<file path="src/shared/uhd_consts.svh">
// constants for the uart holding, interrupt enable and dma ready block
`ifndef UHD_CONSTS_SVH
`define UHD_CONSTS_SVH

// ======================================================================
// register offsets on the three address pins
`define UHD_OFS_HOLD      3'h0
`define UHD_OFS_IRQ_EN    3'h1
`define UHD_OFS_FIFO_CTL  3'h2
`define UHD_OFS_LINE_CTL  3'h3
`define UHD_OFS_LINE_STAT 3'h5

// ======================================================================
// field positions
`define UHD_FCR_EN        0
`define UHD_FCR_DMA       3
`define UHD_FCR_TRIG_LO   6
`define UHD_LCR_DIV_EN    7

// ======================================================================
// reset values
`define UHD_IER_RST       4'h0
`define UHD_LCR_RST       8'h00
`define UHD_LSR_RST       8'h60

// ======================================================================
// receive trigger levels for the two select bits
`define UHD_TRIG_0        5'h01
`define UHD_TRIG_1        5'h04
`define UHD_TRIG_2        5'h08
`define UHD_TRIG_3        5'h0E

// ======================================================================
// fifo depth and 16x tick counts
`define UHD_FIFO_DEPTH    5'h10
`define UHD_TICKS_BIT     4'hF
`define UHD_TICKS_START   4'h7

`endif

</file>
<file path="src/shared/uhd_pkg.sv">
// types shared by the uart holding block
`default_nettype none
package uhd_pkg;
  // receiver sequence, one-hot
  typedef enum logic [3:0] {
    UHD_RX_IDLE  = 4'h1,
    UHD_RX_START = 4'h2,
    UHD_RX_DATA  = 4'h4,
    UHD_RX_STOP  = 4'h8
  } uhd_rx_state_e;
  // transmitter sequence, one-hot
  typedef enum logic [1:0] {
    UHD_TX_IDLE  = 2'h1,
    UHD_TX_SHIFT = 2'h2
  } uhd_tx_state_e;
endpackage : uhd_pkg
`default_nettype wire

</file>
<file path="src/design/uhd_rx_shifter.sv">
// receive shifter with false start bit rejection on 16x ticks
`include "uhd_consts.svh"
`default_nettype none
module uhd_rx_shifter
  import uhd_pkg::*;
(
  input  wire logic       clk_sys_in,   // system clock
  input  wire logic       arst_n_in,    // async reset, active low
  input  wire logic       tick_in,      // 16x baud pulse
  input  wire logic       rx_in,        // synchronised serial input
  output logic [7:0]      byte_out,     // assembled character
  output logic            valid_out,    // one-cycle character pulse
  output logic            frame_err_out,// stop bit was low
  output logic            break_out     // all zero with low stop
);
  uhd_rx_state_e state;     // sequence state
  logic [3:0]    tick_cnt;  // ticks within a bit
  logic [2:0]    bit_cnt;   // data bit index
  logic          rx_prev;   // line one cycle back

  // ====================================================================
  // line history for falling edge detection
  always_ff @(posedge clk_sys_in or negedge arst_n_in) begin
    if (!arst_n_in) rx_prev <= 1'b1;
    else            rx_prev <= rx_in;
  end

  // ====================================================================
  // start check, data assembly and stop sampling
  always_ff @(posedge clk_sys_in or negedge arst_n_in) begin
    if (!arst_n_in) begin
      state         <= UHD_RX_IDLE;
      tick_cnt      <= 4'h0;
      bit_cnt       <= 3'h0;
      byte_out      <= 8'h00;
      valid_out     <= 1'b0;
      frame_err_out <= 1'b0;
      break_out     <= 1'b0;
    end else begin
      valid_out <= 1'b0;
      unique case (state)
        UHD_RX_IDLE: begin
          // falling edge starts the count
          if (rx_prev && !rx_in) begin
            state    <= UHD_RX_START;
            tick_cnt <= 4'h0;
          end
        end
        UHD_RX_START: if (tick_in) begin
          tick_cnt <= tick_cnt + 4'h1;
          // mid start bit: still low or dropped
          if (tick_cnt == `UHD_TICKS_START) begin
            tick_cnt <= 4'h0;
            bit_cnt  <= 3'h0;
            state    <= rx_in ? UHD_RX_IDLE : UHD_RX_DATA;
          end
        end
        UHD_RX_DATA: if (tick_in) begin
          tick_cnt <= tick_cnt + 4'h1;
          if (tick_cnt == `UHD_TICKS_BIT) begin
            byte_out <= {rx_in, byte_out[7:1]};
            bit_cnt  <= bit_cnt + 3'h1;
            if (bit_cnt == 3'h7) state <= UHD_RX_STOP;
          end
        end
        UHD_RX_STOP: if (tick_in) begin
          tick_cnt <= tick_cnt + 4'h1;
          if (tick_cnt == `UHD_TICKS_BIT) begin
            valid_out     <= 1'b1;
            frame_err_out <= !rx_in;
            break_out     <= !rx_in && (byte_out == 8'h00);
            state         <= UHD_RX_IDLE;
          end
        end
      endcase
    end
  end

  // ====================================================================
  // checks
  property p_false_start;
    @(posedge clk_sys_in) disable iff (!arst_n_in)
    (state == UHD_RX_START && tick_in && tick_cnt == `UHD_TICKS_START && rx_in)
      |=> state == UHD_RX_IDLE;
  endproperty
  a_false_start: assert property (p_false_start)
    else $error("false start bit was not rejected");
endmodule // uhd_rx_shifter
`default_nettype wire

</file>
<file path="src/design/uhd_holding.sv">
// uart holding registers, interrupt enables, fifo status and dma ready pins
// Functional notes
// write holding register when room exists
// holding empty flag set on move
// host writes only while flag high
// holding read returns and pops oldest
// falling edge, check start at mid bit
// enable bit 3 gates modem interrupt
// enable bit 2 gates line status interrupt
// enable bit 1 gates transmit empty interrupt
// enable bit 0 gates trigger level interrupt
// status register shows trigger level condition
// data ready while fifo not empty
// all enables clear gives polled mode
// status bits one to four report errors; bit 2 (parity) is tied low, no parity is checked
// status bit 5 transmit fifo empty
// status bit 6 fifo and shifter empty
// status bit 7 any fifo data error
// mode 0 transmit ready low on space
// mode 0 receive ready low on data
// block mode transmit interrupt when empty
// block mode receive interrupt, keeps filling
// block mode receive ready held above trigger
// block mode transmit ready full high, empty low
// control bits 7:6 pick trigger level
// host keeps divisor enable low
// sixteen deep fifos, shifter reloads when idle
// interrupt is or of enabled sources
`include "uhd_consts.svh"
`default_nettype none
module uhd_holding
  import uhd_pkg::*;
(
  input  wire logic       clk_sys_in,       // 20 MHz system clock
  input  wire logic       arst_n_in,        // async reset, active low
  input  wire logic       cs_n_in,          // chip select pin
  input  wire logic       rd_n_in,          // read strobe pin
  input  wire logic       wr_n_in,          // write strobe pin
  input  wire logic [2:0] addr_in,          // register address pins
  input  wire logic [7:0] data_in,          // data bus input side
  output logic      [7:0] data_out,         // data bus output side
  output logic            data_oe_out,      // data bus drive enable
  input  wire logic       baud16_in,        // 16x baud clock pin
  input  wire logic       rx_in,            // serial input pin
  input  wire logic       modem_event_in,   // modem status change level
  output logic            tx_out,           // serial output pin
  output logic            int_out,          // interrupt, active high
  output logic            tx_dma_request_n_out, // transmit ready, low
  output logic            rx_dma_request_n_out  // receive ready, low
);
  // ====================================================================
  // pin synchronisers
  localparam int SW = 17;
  logic [SW-1:0] pin_s1;  // first stage, read only by second
  logic [SW-1:0] pin_s2;  // second stage
  logic          cs_n_s, rd_n_s, wr_n_s, baud_s, rx_s, msi_s;
  logic [2:0]    addr_s;
  logic [7:0]    din_s;

  always_ff @(posedge clk_sys_in or negedge arst_n_in) begin
    if (!arst_n_in) begin
      pin_s1 <= 17'h1D000;
      pin_s2 <= 17'h1D000;
    end else begin
      pin_s1 <= {cs_n_in, rd_n_in, wr_n_in, baud16_in, rx_in, modem_event_in,
                 addr_in, data_in};
      pin_s2 <= pin_s1;
    end
  end
  assign {cs_n_s, rd_n_s, wr_n_s, baud_s, rx_s, msi_s, addr_s, din_s} = pin_s2;

  // ====================================================================
  // strobe edge detection
  logic rd_act, wr_act, rd_act_q, wr_act_q, baud_q;
  logic rd_go, wr_go, tick;
  assign rd_act = !cs_n_s && !rd_n_s;
  assign wr_act = !cs_n_s && !wr_n_s;
  assign rd_go  = rd_act && !rd_act_q;  // one pulse per read
  assign wr_go  = wr_act && !wr_act_q;  // one pulse per write
  assign tick   = baud_s && !baud_q;    // 16x tick

  always_ff @(posedge clk_sys_in or negedge arst_n_in) begin
    if (!arst_n_in) begin
      rd_act_q <= 1'b0;
      wr_act_q <= 1'b0;
      baud_q   <= 1'b0;
    end else begin
      rd_act_q <= rd_act;
      wr_act_q <= wr_act;
      baud_q   <= baud_s;
    end
  end

  // ====================================================================
  // control registers
  logic [3:0] irq_en;     // interrupt enable bits
  logic       fifo_en;    // fifo enable
  logic       dma_sel;    // dma mode select
  logic [1:0] trig_sel;   // receive trigger select
  logic [7:0] line_ctl;   // line control, divisor enable used
  logic       gen_set;    // general register set visible
  logic       dma_mode;   // block mode active
  logic [4:0] cap;        // usable fifo depth
  assign gen_set  = !line_ctl[`UHD_LCR_DIV_EN];
  assign dma_mode = fifo_en && dma_sel;
  assign cap      = fifo_en ? `UHD_FIFO_DEPTH : 5'h01;

  // trigger level decode, used by interrupt and dma logic
  function automatic logic [4:0] trig_level(input logic [1:0] sel);
    unique case (sel)
      2'h0: trig_level = `UHD_TRIG_0;
      2'h1: trig_level = `UHD_TRIG_1;
      2'h2: trig_level = `UHD_TRIG_2;
      2'h3: trig_level = `UHD_TRIG_3;
    endcase
  endfunction

  always_ff @(posedge clk_sys_in or negedge arst_n_in) begin
    if (!arst_n_in) begin
      irq_en   <= `UHD_IER_RST;
      fifo_en  <= 1'b0;
      dma_sel  <= 1'b0;
      trig_sel <= 2'h0;
      line_ctl <= `UHD_LCR_RST;
    end else if (wr_go) begin
      if (addr_s == `UHD_OFS_IRQ_EN && gen_set) irq_en <= din_s[3:0];
      if (addr_s == `UHD_OFS_FIFO_CTL) begin
        fifo_en  <= din_s[`UHD_FCR_EN];
        dma_sel  <= din_s[`UHD_FCR_DMA];
        trig_sel <= din_s[`UHD_FCR_TRIG_LO +: 2];
      end
      if (addr_s == `UHD_OFS_LINE_CTL) line_ctl <= din_s;
    end
  end

  // ====================================================================
  // transmit fifo
  logic [7:0] tx_mem [16];  // transmit characters
  logic [3:0] tx_wp, tx_rp; // write and read pointers
  logic [4:0] tx_cnt;       // fill level
  logic       tx_push, tx_pop;
  uhd_tx_state_e tx_state;  // shifter state
  assign tx_push = wr_go && gen_set && addr_s == `UHD_OFS_HOLD
                   && tx_cnt < cap;
  assign tx_pop  = tx_state == UHD_TX_IDLE && tx_cnt != 5'h00;

  always_ff @(posedge clk_sys_in) begin
    if (tx_push) tx_mem[tx_wp] <= din_s;
  end

  always_ff @(posedge clk_sys_in or negedge arst_n_in) begin
    if (!arst_n_in) begin
      tx_wp  <= 4'h0;
      tx_rp  <= 4'h0;
      tx_cnt <= 5'h00;
    end else begin
      if (tx_push) tx_wp <= tx_wp + 4'h1;
      if (tx_pop)  tx_rp <= tx_rp + 4'h1;
      tx_cnt <= tx_cnt + {4'h0, tx_push} - {4'h0, tx_pop};
    end
  end

  // ====================================================================
  // transmit shifter, one start, eight data, one stop
  logic [9:0] tx_frame;  // bits still to send, lsb first
  logic [3:0] tx_ticks;  // ticks within a bit
  logic [3:0] tx_bits;   // bits left

  always_ff @(posedge clk_sys_in or negedge arst_n_in) begin
    if (!arst_n_in) begin
      tx_state <= UHD_TX_IDLE;
      tx_frame <= 10'h3FF;
      tx_ticks <= 4'h0;
      tx_bits  <= 4'h0;
      tx_out   <= 1'b1;
    end else begin
      unique case (tx_state)
        UHD_TX_IDLE: begin
          tx_out <= 1'b1;
          // load next character as soon as one waits
          if (tx_pop) begin
            tx_frame <= {1'b1, tx_mem[tx_rp], 1'b0};
            tx_bits  <= 4'hA;
            tx_ticks <= 4'h0;
            tx_state <= UHD_TX_SHIFT;
          end
        end
        UHD_TX_SHIFT: begin
          tx_out <= tx_frame[0];
          if (tick) begin
            tx_ticks <= tx_ticks + 4'h1;
            if (tx_ticks == `UHD_TICKS_BIT) begin
              tx_frame <= {1'b1, tx_frame[9:1]};
              tx_bits  <= tx_bits - 4'h1;
              if (tx_bits == 4'h1) tx_state <= UHD_TX_IDLE;
            end
          end
        end
      endcase
    end
  end

  // ====================================================================
  // receiver and receive fifo
  logic [7:0] rx_byte;
  logic       rx_valid, rx_fe, rx_bi;
  logic [9:0] rx_mem [16];  // break, framing, data
  logic [3:0] rx_wp, rx_rp;
  logic [4:0] rx_cnt;       // fill level
  logic [4:0] err_cnt;      // entries holding an error
  logic       rx_push, rx_pop, rx_ovr_evt, hd_err;
  logic [9:0] rx_head;

  uhd_rx_shifter u_rx (
    .clk_sys_in    (clk_sys_in),
    .arst_n_in     (arst_n_in),
    .tick_in       (tick),
    .rx_in         (rx_s),
    .byte_out      (rx_byte),
    .valid_out     (rx_valid),
    .frame_err_out (rx_fe),
    .break_out     (rx_bi)
  );

  assign rx_head    = rx_mem[rx_rp];
  assign hd_err     = rx_head[9] || rx_head[8];
  assign rx_push    = rx_valid && rx_cnt < cap;
  assign rx_ovr_evt = rx_valid && rx_cnt >= cap;
  assign rx_pop     = rd_go && gen_set && addr_s == `UHD_OFS_HOLD
                      && rx_cnt != 5'h00;

  always_ff @(posedge clk_sys_in) begin
    if (rx_push) rx_mem[rx_wp] <= {rx_bi, rx_fe, rx_byte};
  end

  always_ff @(posedge clk_sys_in or negedge arst_n_in) begin
    if (!arst_n_in) begin
      rx_wp   <= 4'h0;
      rx_rp   <= 4'h0;
      rx_cnt  <= 5'h00;
      err_cnt <= 5'h00;
    end else begin
      if (rx_push) rx_wp <= rx_wp + 4'h1;
      if (rx_pop)  rx_rp <= rx_rp + 4'h1;
      rx_cnt  <= rx_cnt + {4'h0, rx_push} - {4'h0, rx_pop};
      err_cnt <= err_cnt + {4'h0, rx_push && (rx_fe || rx_bi)}
                 - {4'h0, rx_pop && hd_err};
    end
  end

  // ====================================================================
  // line status
  logic       ovr;      // sticky overrun
  logic [7:0] line_status_reg;      // assembled status
  logic       lsr_rd;
  assign lsr_rd = rd_go && addr_s == `UHD_OFS_LINE_STAT;
  assign line_status_reg = {fifo_en && err_cnt != 5'h00,
                tx_cnt == 5'h00 && tx_state == UHD_TX_IDLE,
                tx_cnt == 5'h00,
                rx_cnt != 5'h00 && rx_head[9],
                rx_cnt != 5'h00 && rx_head[8],
                1'b0,                                     // no parity
                ovr,
                rx_cnt != 5'h00};

  // overrun sticky, new event wins over read clear
  always_ff @(posedge clk_sys_in or negedge arst_n_in) begin
    if (!arst_n_in) ovr <= 1'b0;
    else            ovr <= (ovr && !lsr_rd) || rx_ovr_evt;
  end

  // ====================================================================
  // interrupt sources
  logic       rls_pend, rxd_pend, thr_pend, msi_pend, any_pend;
  logic [7:0] irq_status_reg;
  assign rls_pend = irq_en[2] && (line_status_reg[1] || line_status_reg[3] || line_status_reg[4]);
  assign rxd_pend = irq_en[0] && rx_cnt >= (fifo_en ? trig_level(trig_sel)
                                                    : 5'h01);
  assign thr_pend = irq_en[1] && (dma_mode ? tx_cnt == 5'h00
                                           : tx_cnt < cap);
  assign msi_pend = irq_en[3] && msi_s;
  assign any_pend = rls_pend || rxd_pend || thr_pend || msi_pend;
  assign irq_status_reg = {fifo_en, fifo_en, 2'h0,
                rls_pend ? 3'h3 : rxd_pend ? 3'h2 :
                thr_pend ? 3'h1 : 3'h0, !any_pend};

  // interrupt pin, all enables clear leaves it low
  always_ff @(posedge clk_sys_in or negedge arst_n_in) begin
    if (!arst_n_in) int_out <= 1'b0;
    else            int_out <= any_pend;
  end

  // ====================================================================
  // dma ready pins
  always_ff @(posedge clk_sys_in or negedge arst_n_in) begin
    if (!arst_n_in) begin
      tx_dma_request_n_out <= 1'b0;
      rx_dma_request_n_out <= 1'b1;
    end else if (!dma_mode) begin
      tx_dma_request_n_out <= !(tx_cnt < cap);
      rx_dma_request_n_out <= rx_cnt == 5'h00;
    end else begin
      // block mode: hold between the two limits
      if (tx_cnt == cap)          tx_dma_request_n_out <= 1'b1;
      else if (tx_cnt == 5'h00)   tx_dma_request_n_out <= 1'b0;
      if (rx_cnt >= trig_level(trig_sel)) rx_dma_request_n_out <= 1'b0;
      else if (rx_cnt == 5'h00)   rx_dma_request_n_out <= 1'b1;
    end
  end

  // ====================================================================
  // read data path
  always_ff @(posedge clk_sys_in or negedge arst_n_in) begin
    if (!arst_n_in) begin
      data_out    <= 8'h00;
      data_oe_out <= 1'b0;
    end else begin
      data_oe_out <= rd_act;
      if (rd_go) begin
        unique case (addr_s)
          `UHD_OFS_HOLD:      data_out <= gen_set ? rx_head[7:0] : 8'h00;
          `UHD_OFS_IRQ_EN:    data_out <= gen_set ? {4'h0, irq_en} : 8'h00;
          `UHD_OFS_FIFO_CTL:  data_out <= irq_status_reg;
          `UHD_OFS_LINE_CTL:  data_out <= line_ctl;
          `UHD_OFS_LINE_STAT: data_out <= line_status_reg;
          default:            data_out <= 8'h00;
        endcase
      end
    end
  end

  // ====================================================================
  // checks
  property p_tx_full_drop;
    @(posedge clk_sys_in) disable iff (!arst_n_in)
    (tx_cnt == cap && !tx_pop && fifo_en && $stable(fifo_en)) |=> tx_cnt == cap;
  endproperty
  a_tx_full_drop: assert property (p_tx_full_drop)
    else $error("transmit fifo grew past full");

  property p_tx_load;
    @(posedge clk_sys_in) disable iff (!arst_n_in)
    (tx_state == UHD_TX_IDLE && tx_cnt != 5'h00) |=> tx_state == UHD_TX_SHIFT;
  endproperty
  a_tx_load: assert property (p_tx_load)
    else $error("shifter did not load waiting character");

  property p_rx_pop;
    @(posedge clk_sys_in) disable iff (!arst_n_in)
    (rx_pop && !rx_push) |=> rx_cnt == $past(rx_cnt) - 5'h01;
  endproperty
  a_rx_pop: assert property (p_rx_pop)
    else $error("holding read did not remove a character");

  property p_ready_bit;
    @(posedge clk_sys_in) disable iff (!arst_n_in)
    (rx_push && !dma_mode) |=> line_status_reg[0] ##1 !rx_dma_request_n_out;
  endproperty
  a_ready_bit: assert property (p_ready_bit)
    else $error("data ready missing after receive");

  property p_temt;
    @(posedge clk_sys_in) disable iff (!arst_n_in)
    line_status_reg[6] |-> line_status_reg[5] && tx_out;
  endproperty
  a_temt: assert property (p_temt)
    else $error("transmit empty while busy");

  property p_irq_or;
    @(posedge clk_sys_in) disable iff (!arst_n_in)
    (irq_en == 4'h0) |=> !int_out;
  endproperty
  a_irq_or: assert property (p_irq_or)
    else $error("interrupt with all enables clear");

  property p_rx_trig;
    @(posedge clk_sys_in) disable iff (!arst_n_in)
    (fifo_en && irq_en[0] && rx_cnt >= trig_level(trig_sel)) |=> int_out;
  endproperty
  a_rx_trig: assert property (p_rx_trig)
    else $error("trigger level reached without interrupt");

  property p_txrdy0;
    @(posedge clk_sys_in) disable iff (!arst_n_in)
    (!dma_mode && tx_cnt == 5'h00) |=> !tx_dma_request_n_out;
  endproperty
  a_txrdy0: assert property (p_txrdy0)
    else $error("transmit ready high with space");

  property p_txrdy1;
    @(posedge clk_sys_in) disable iff (!arst_n_in)
    (dma_mode && tx_cnt == cap) |=> tx_dma_request_n_out;
  endproperty
  a_txrdy1: assert property (p_txrdy1)
    else $error("block mode transmit ready low when full");

  c_block_mode: cover property (@(posedge clk_sys_in) dma_mode && rx_cnt == cap);
  c_overrun:    cover property (@(posedge clk_sys_in) rx_ovr_evt);
  c_tx_done:    cover property (@(posedge clk_sys_in) tx_state == UHD_TX_SHIFT ##1
                                tx_state == UHD_TX_IDLE);
endmodule // uhd_holding
`default_nettype wire

</file>
<file path="config.mk">
export PLATFORM = sky130hd
export DESIGN_NAME = uhd_holding
export DESIGN_NICKNAME = d
export VERILOG_FILES = /design/src/shared/uhd_pkg.sv /design/src/design/uhd_rx_shifter.sv /design/src/design/uhd_holding.sv
export VERILOG_INCLUDE_DIRS = /design/src /design/src/shared
export SDC_FILE = /design/constraint.sdc
export NUM_CORES = 1
export LEC_CHECK = 0
export ABC_CLOCK_PERIOD_IN_PS = 5950
export BUFFER_PORTS_ARGS = -buffer_cell sky130_fd_sc_hd__buf_2
export CORE_ASPECT_RATIO = 1.2
export CORE_MARGIN = 2
export CORE_UTILIZATION = 45
export DETAILED_ROUTE_END_ITERATION = 8
export GPL_ROUTABILITY_DRIVEN = 0
export PLACE_DENSITY_LB_ADDON = 0.15
export SKIP_CTS_REPAIR_TIMING = 1
export SLEW_MARGIN = 20
export SYNTH_ARGS = -nofsm -noshare
export SYNTH_HDL_FRONTEND = slang
export SYNTH_SLANG_ARGS = --single-unit
</file>
<file path="constraint.sdc">
create_clock -name clk_sys_in -period 5.95 [get_ports clk_sys_in]
set_input_delay 0.595 -clock clk_sys_in [delete_from_list [all_inputs] [get_ports clk_sys_in]]
set_output_delay 0.595 -clock clk_sys_in [all_outputs]
set_load 0.02 [all_outputs]
</file>
==> flow_summary.ini <==
[outcome]
run_status = completed

[clock_network]
htreeDepth = 2
clk_pin_slew_ps = 60
clk_path_buf_depth = 3
cts_tree = built
numCtsBuffers = 45
cts.sinks = 427
clock_latency_ps = 560
clockRootBuffer = clkbuf_16

[die]
core_area_um2 = 38750
die_width_um = 185.1
die_area_um2 = 40950
io-pin-count = 32
start_util_pct = 45.69
fp.dieH_um = 221.3
std_cell_rows = 79

[layout]
final_common_cell = edfxtp_1
area_growth_pct = 12.06
fin_nets = 1169
final_layout_size_suffix_gt1_share_pct = 20.90
most-common-layout-cells = edfxtp_1, dfrtp_1, mux4_2, nand2_1, ha_1
final_area_um2 = 19840
diodes = 0

[timing]
max_freq_ghz = 0.2783
slew_viol_final = 0
hold_ws_ps = 86.57
fin_ws_ps = 2357
period_share_pct = 60.39
tightest_slew_ps = 936.9
fin_tns_setup_ps = 0
period_minus_slack_ps = 3593
fin_skew_ps = 18.09
max-slew-margin-rel_pct = 37.06
rsz0062_at_grt = no
setup_viol = 0
hold_viol_final = 0

[synthesis]
yosys.area_share.simple_pct = 6.651
yosysSeqAreaShare_pct = 68.66
synth_fp_nets = 1118
synth_edf_count = 288
synth_compound_area_share_pct = 3.923
synthArstFlopShare_pct = 32.55
synthMuxAreaShare_pct = 13.21
ys.flop_type = edfxtp_1
postSynthCellCount = 1046
synth_cell_type_count = 65
synth-seq-cells = 427
ys.warnings.count = 0
netlist_area_um2 = 17700
synth_top_family_by_area = multiplexers
synth_adder_area_share_pct = 3.873
synth_xor_area_share_pct = 1.534
syn_area_per_cell_um2 = 16.92

[detailed_routing]
wl_per_cell_um = 22.35
vias = 9031
viasPerCell = 5.440
drc = 0
wirelength_um = 37100
first_pass_iters = 5
antenna_left = 0
drt_iter0_markers = 552

[pwr]
peakVddDrop_uv = 246.6
power_density_nw_per_um2 = 365.4
power.leakage_nw = 7.021
total_power_mw = 7.248

[run]
maxCapViolations = 0

[placed_design]
place_ws_ps = 2335
port_buffers = 31
placed_area_um2 = 18410
hpwlAfterDp_um = 23610

[global_routing]
grt_pass1_vias = 9380
grt_max_degree = 80
grt_pass1_wl_um = 57400
grt-ovfl-total = 0
antenna_found_initial = 0
grt_usage_pct = 18.82

[critical_path]
cp.required_ps = 6390
worstPathArrival_ps = 4030
path_max_fanout = 23
startpoint_type = register
critPathKind = reg -> reg
cp-end-kind = register

[min_path]
min_path_type = in -> async
synth_stat cells (3+ instances only):
cell type	number	area, um^2
clkbuf_1	25	93.84
a32o_1	3	30.03
o21ai_0	29	145.1
a21o_1	3	22.52
nor4b_1	6	52.55
dfstp_2	22	578.1
o22ai_1	3	18.77
xor2_1	10	87.58
mux4_1	18	473.0
buf_2	5	25.02
and2_1	28	175.2
nand3b_1	3	22.52
dfrtp_1	117	2928
inv_1	47	176.4
a31oi_1	4	25.02
nor3b_1	3	22.52
mux2_2	27	304.0
mux4_2	68	1531
and3_1	8	50.05
nand2_1	57	214.0
or3_1	5	31.28
xnor2_1	21	183.9
o211ai_1	7	52.55
edfxtp_1	288	8648
ha_1	50	625.6
nor2b_1	11	68.82
a21oi_1	24	120.1
buf_1	4	15.01
fa_1	3	60.06
nor3_1	9	45.04
mux2i_1	3	30.03
nand2b_1	13	81.33
nor2_1	46	172.7
nand4_1	5	31.28
nand3_1	13	65.06
a211oi_1	5	37.54
nor4_1	5	31.28
a22o_1	5	43.79
a22oi_1	12	90.09
worst max-delay path: stages (launching register included):
cell	delay (ps)
dfrtp_2	790
mux4_1	660
a22oi_1	180
and3_1	240
nand2_1	110
and2_1	170
ha_1	280
inv_1	60
ha_1	150
inv_1	50
fa_1	390
inv_1	70
a21oi_1	60
nor2_1	80
nor2_1	50
xnor2_1	110
power breakdown:
part           internal (mW)  switching (mW)
clock network           1.54            1.16
registers               3.34           0.195
logic                  0.478           0.540
total                   5.35            1.90
metal layers:
| metal | part of all wire [%] | vias to the layer above | wire (um) | GRT usage (%) |
|---|---|---|---|---|
| met2 | 53 | 136 | 19670 | 33.18 |
| met4 | 2.6 | 0 | 955 | 5.786 |
| met5 | 0 | - | 0 | 0 |
| li1 | - | 4122 | - | - |
| met1 | 42 | 4713 | 15400 | 23.98 |
| met3 | 2.9 | 60 | 1075 | 2.716 |
registers in the layout, summed over array words and instances, names as in the netlist, 8 cells and up:
signal and cells:
line_ctl 8, tx_frame 9, u_rx.byte_out 8, data_out 8, rx_mem 160, pin_s1 17, tx_mem 128, pin_s2 17
logic make-up (layout without fill, tap and decap cells):
logic type	Yosys count	count (layout)
DFF	427	427
and+or+nand+nor	225	225
muxes	116	116
AOI/OAI and AO/OA	108	108
buffers and inverters	86	174
adders and majority gates	53	53
xor gates and xnor gates	31	31
metrics by stage:
stage | util (%) | cells
after CTS | 51.19 | 1660
after global placement | 47.51 | 1576
after detailed placement | 47.51 | 1576
after floorplan | - | 1046
after global routing | 51.19 | 1660
final | 51.19 | 1660
layout make-up:
cell class / instances / area, um^2
Tap cell: 526 / 658.1
Fill cell: 3268 / 18910
Timing Repair Buffer: 43 / 251.5
Sequential cell: 427 / 12160
Clock buffer: 59 / 1209
Clock inverter: 25 / 217.7
Multi-Input combinational cell: 533 / 5167
Inverter: 47 / 176.4
path summary, 6_finish.rpt:
kind	start	endpoint	slack, ps	cells past startpoint
max in group asynchronous	arst_n_in	tx_state[1]	4530	2
max reg2reg	rx_rp[0]	err_cnt[4]	2360	15
max	rx_rp[0]	err_cnt[4]	2360	15
min reg2reg	pin_s1[6]	pin_s2[6]	350	0
min	arst_n_in	rx_cnt[4]	90	1
min in group clk_sys_in	rx_in	pin_s1[12]	130	1
Note: power is estimated with default switching activity, not from simulation.
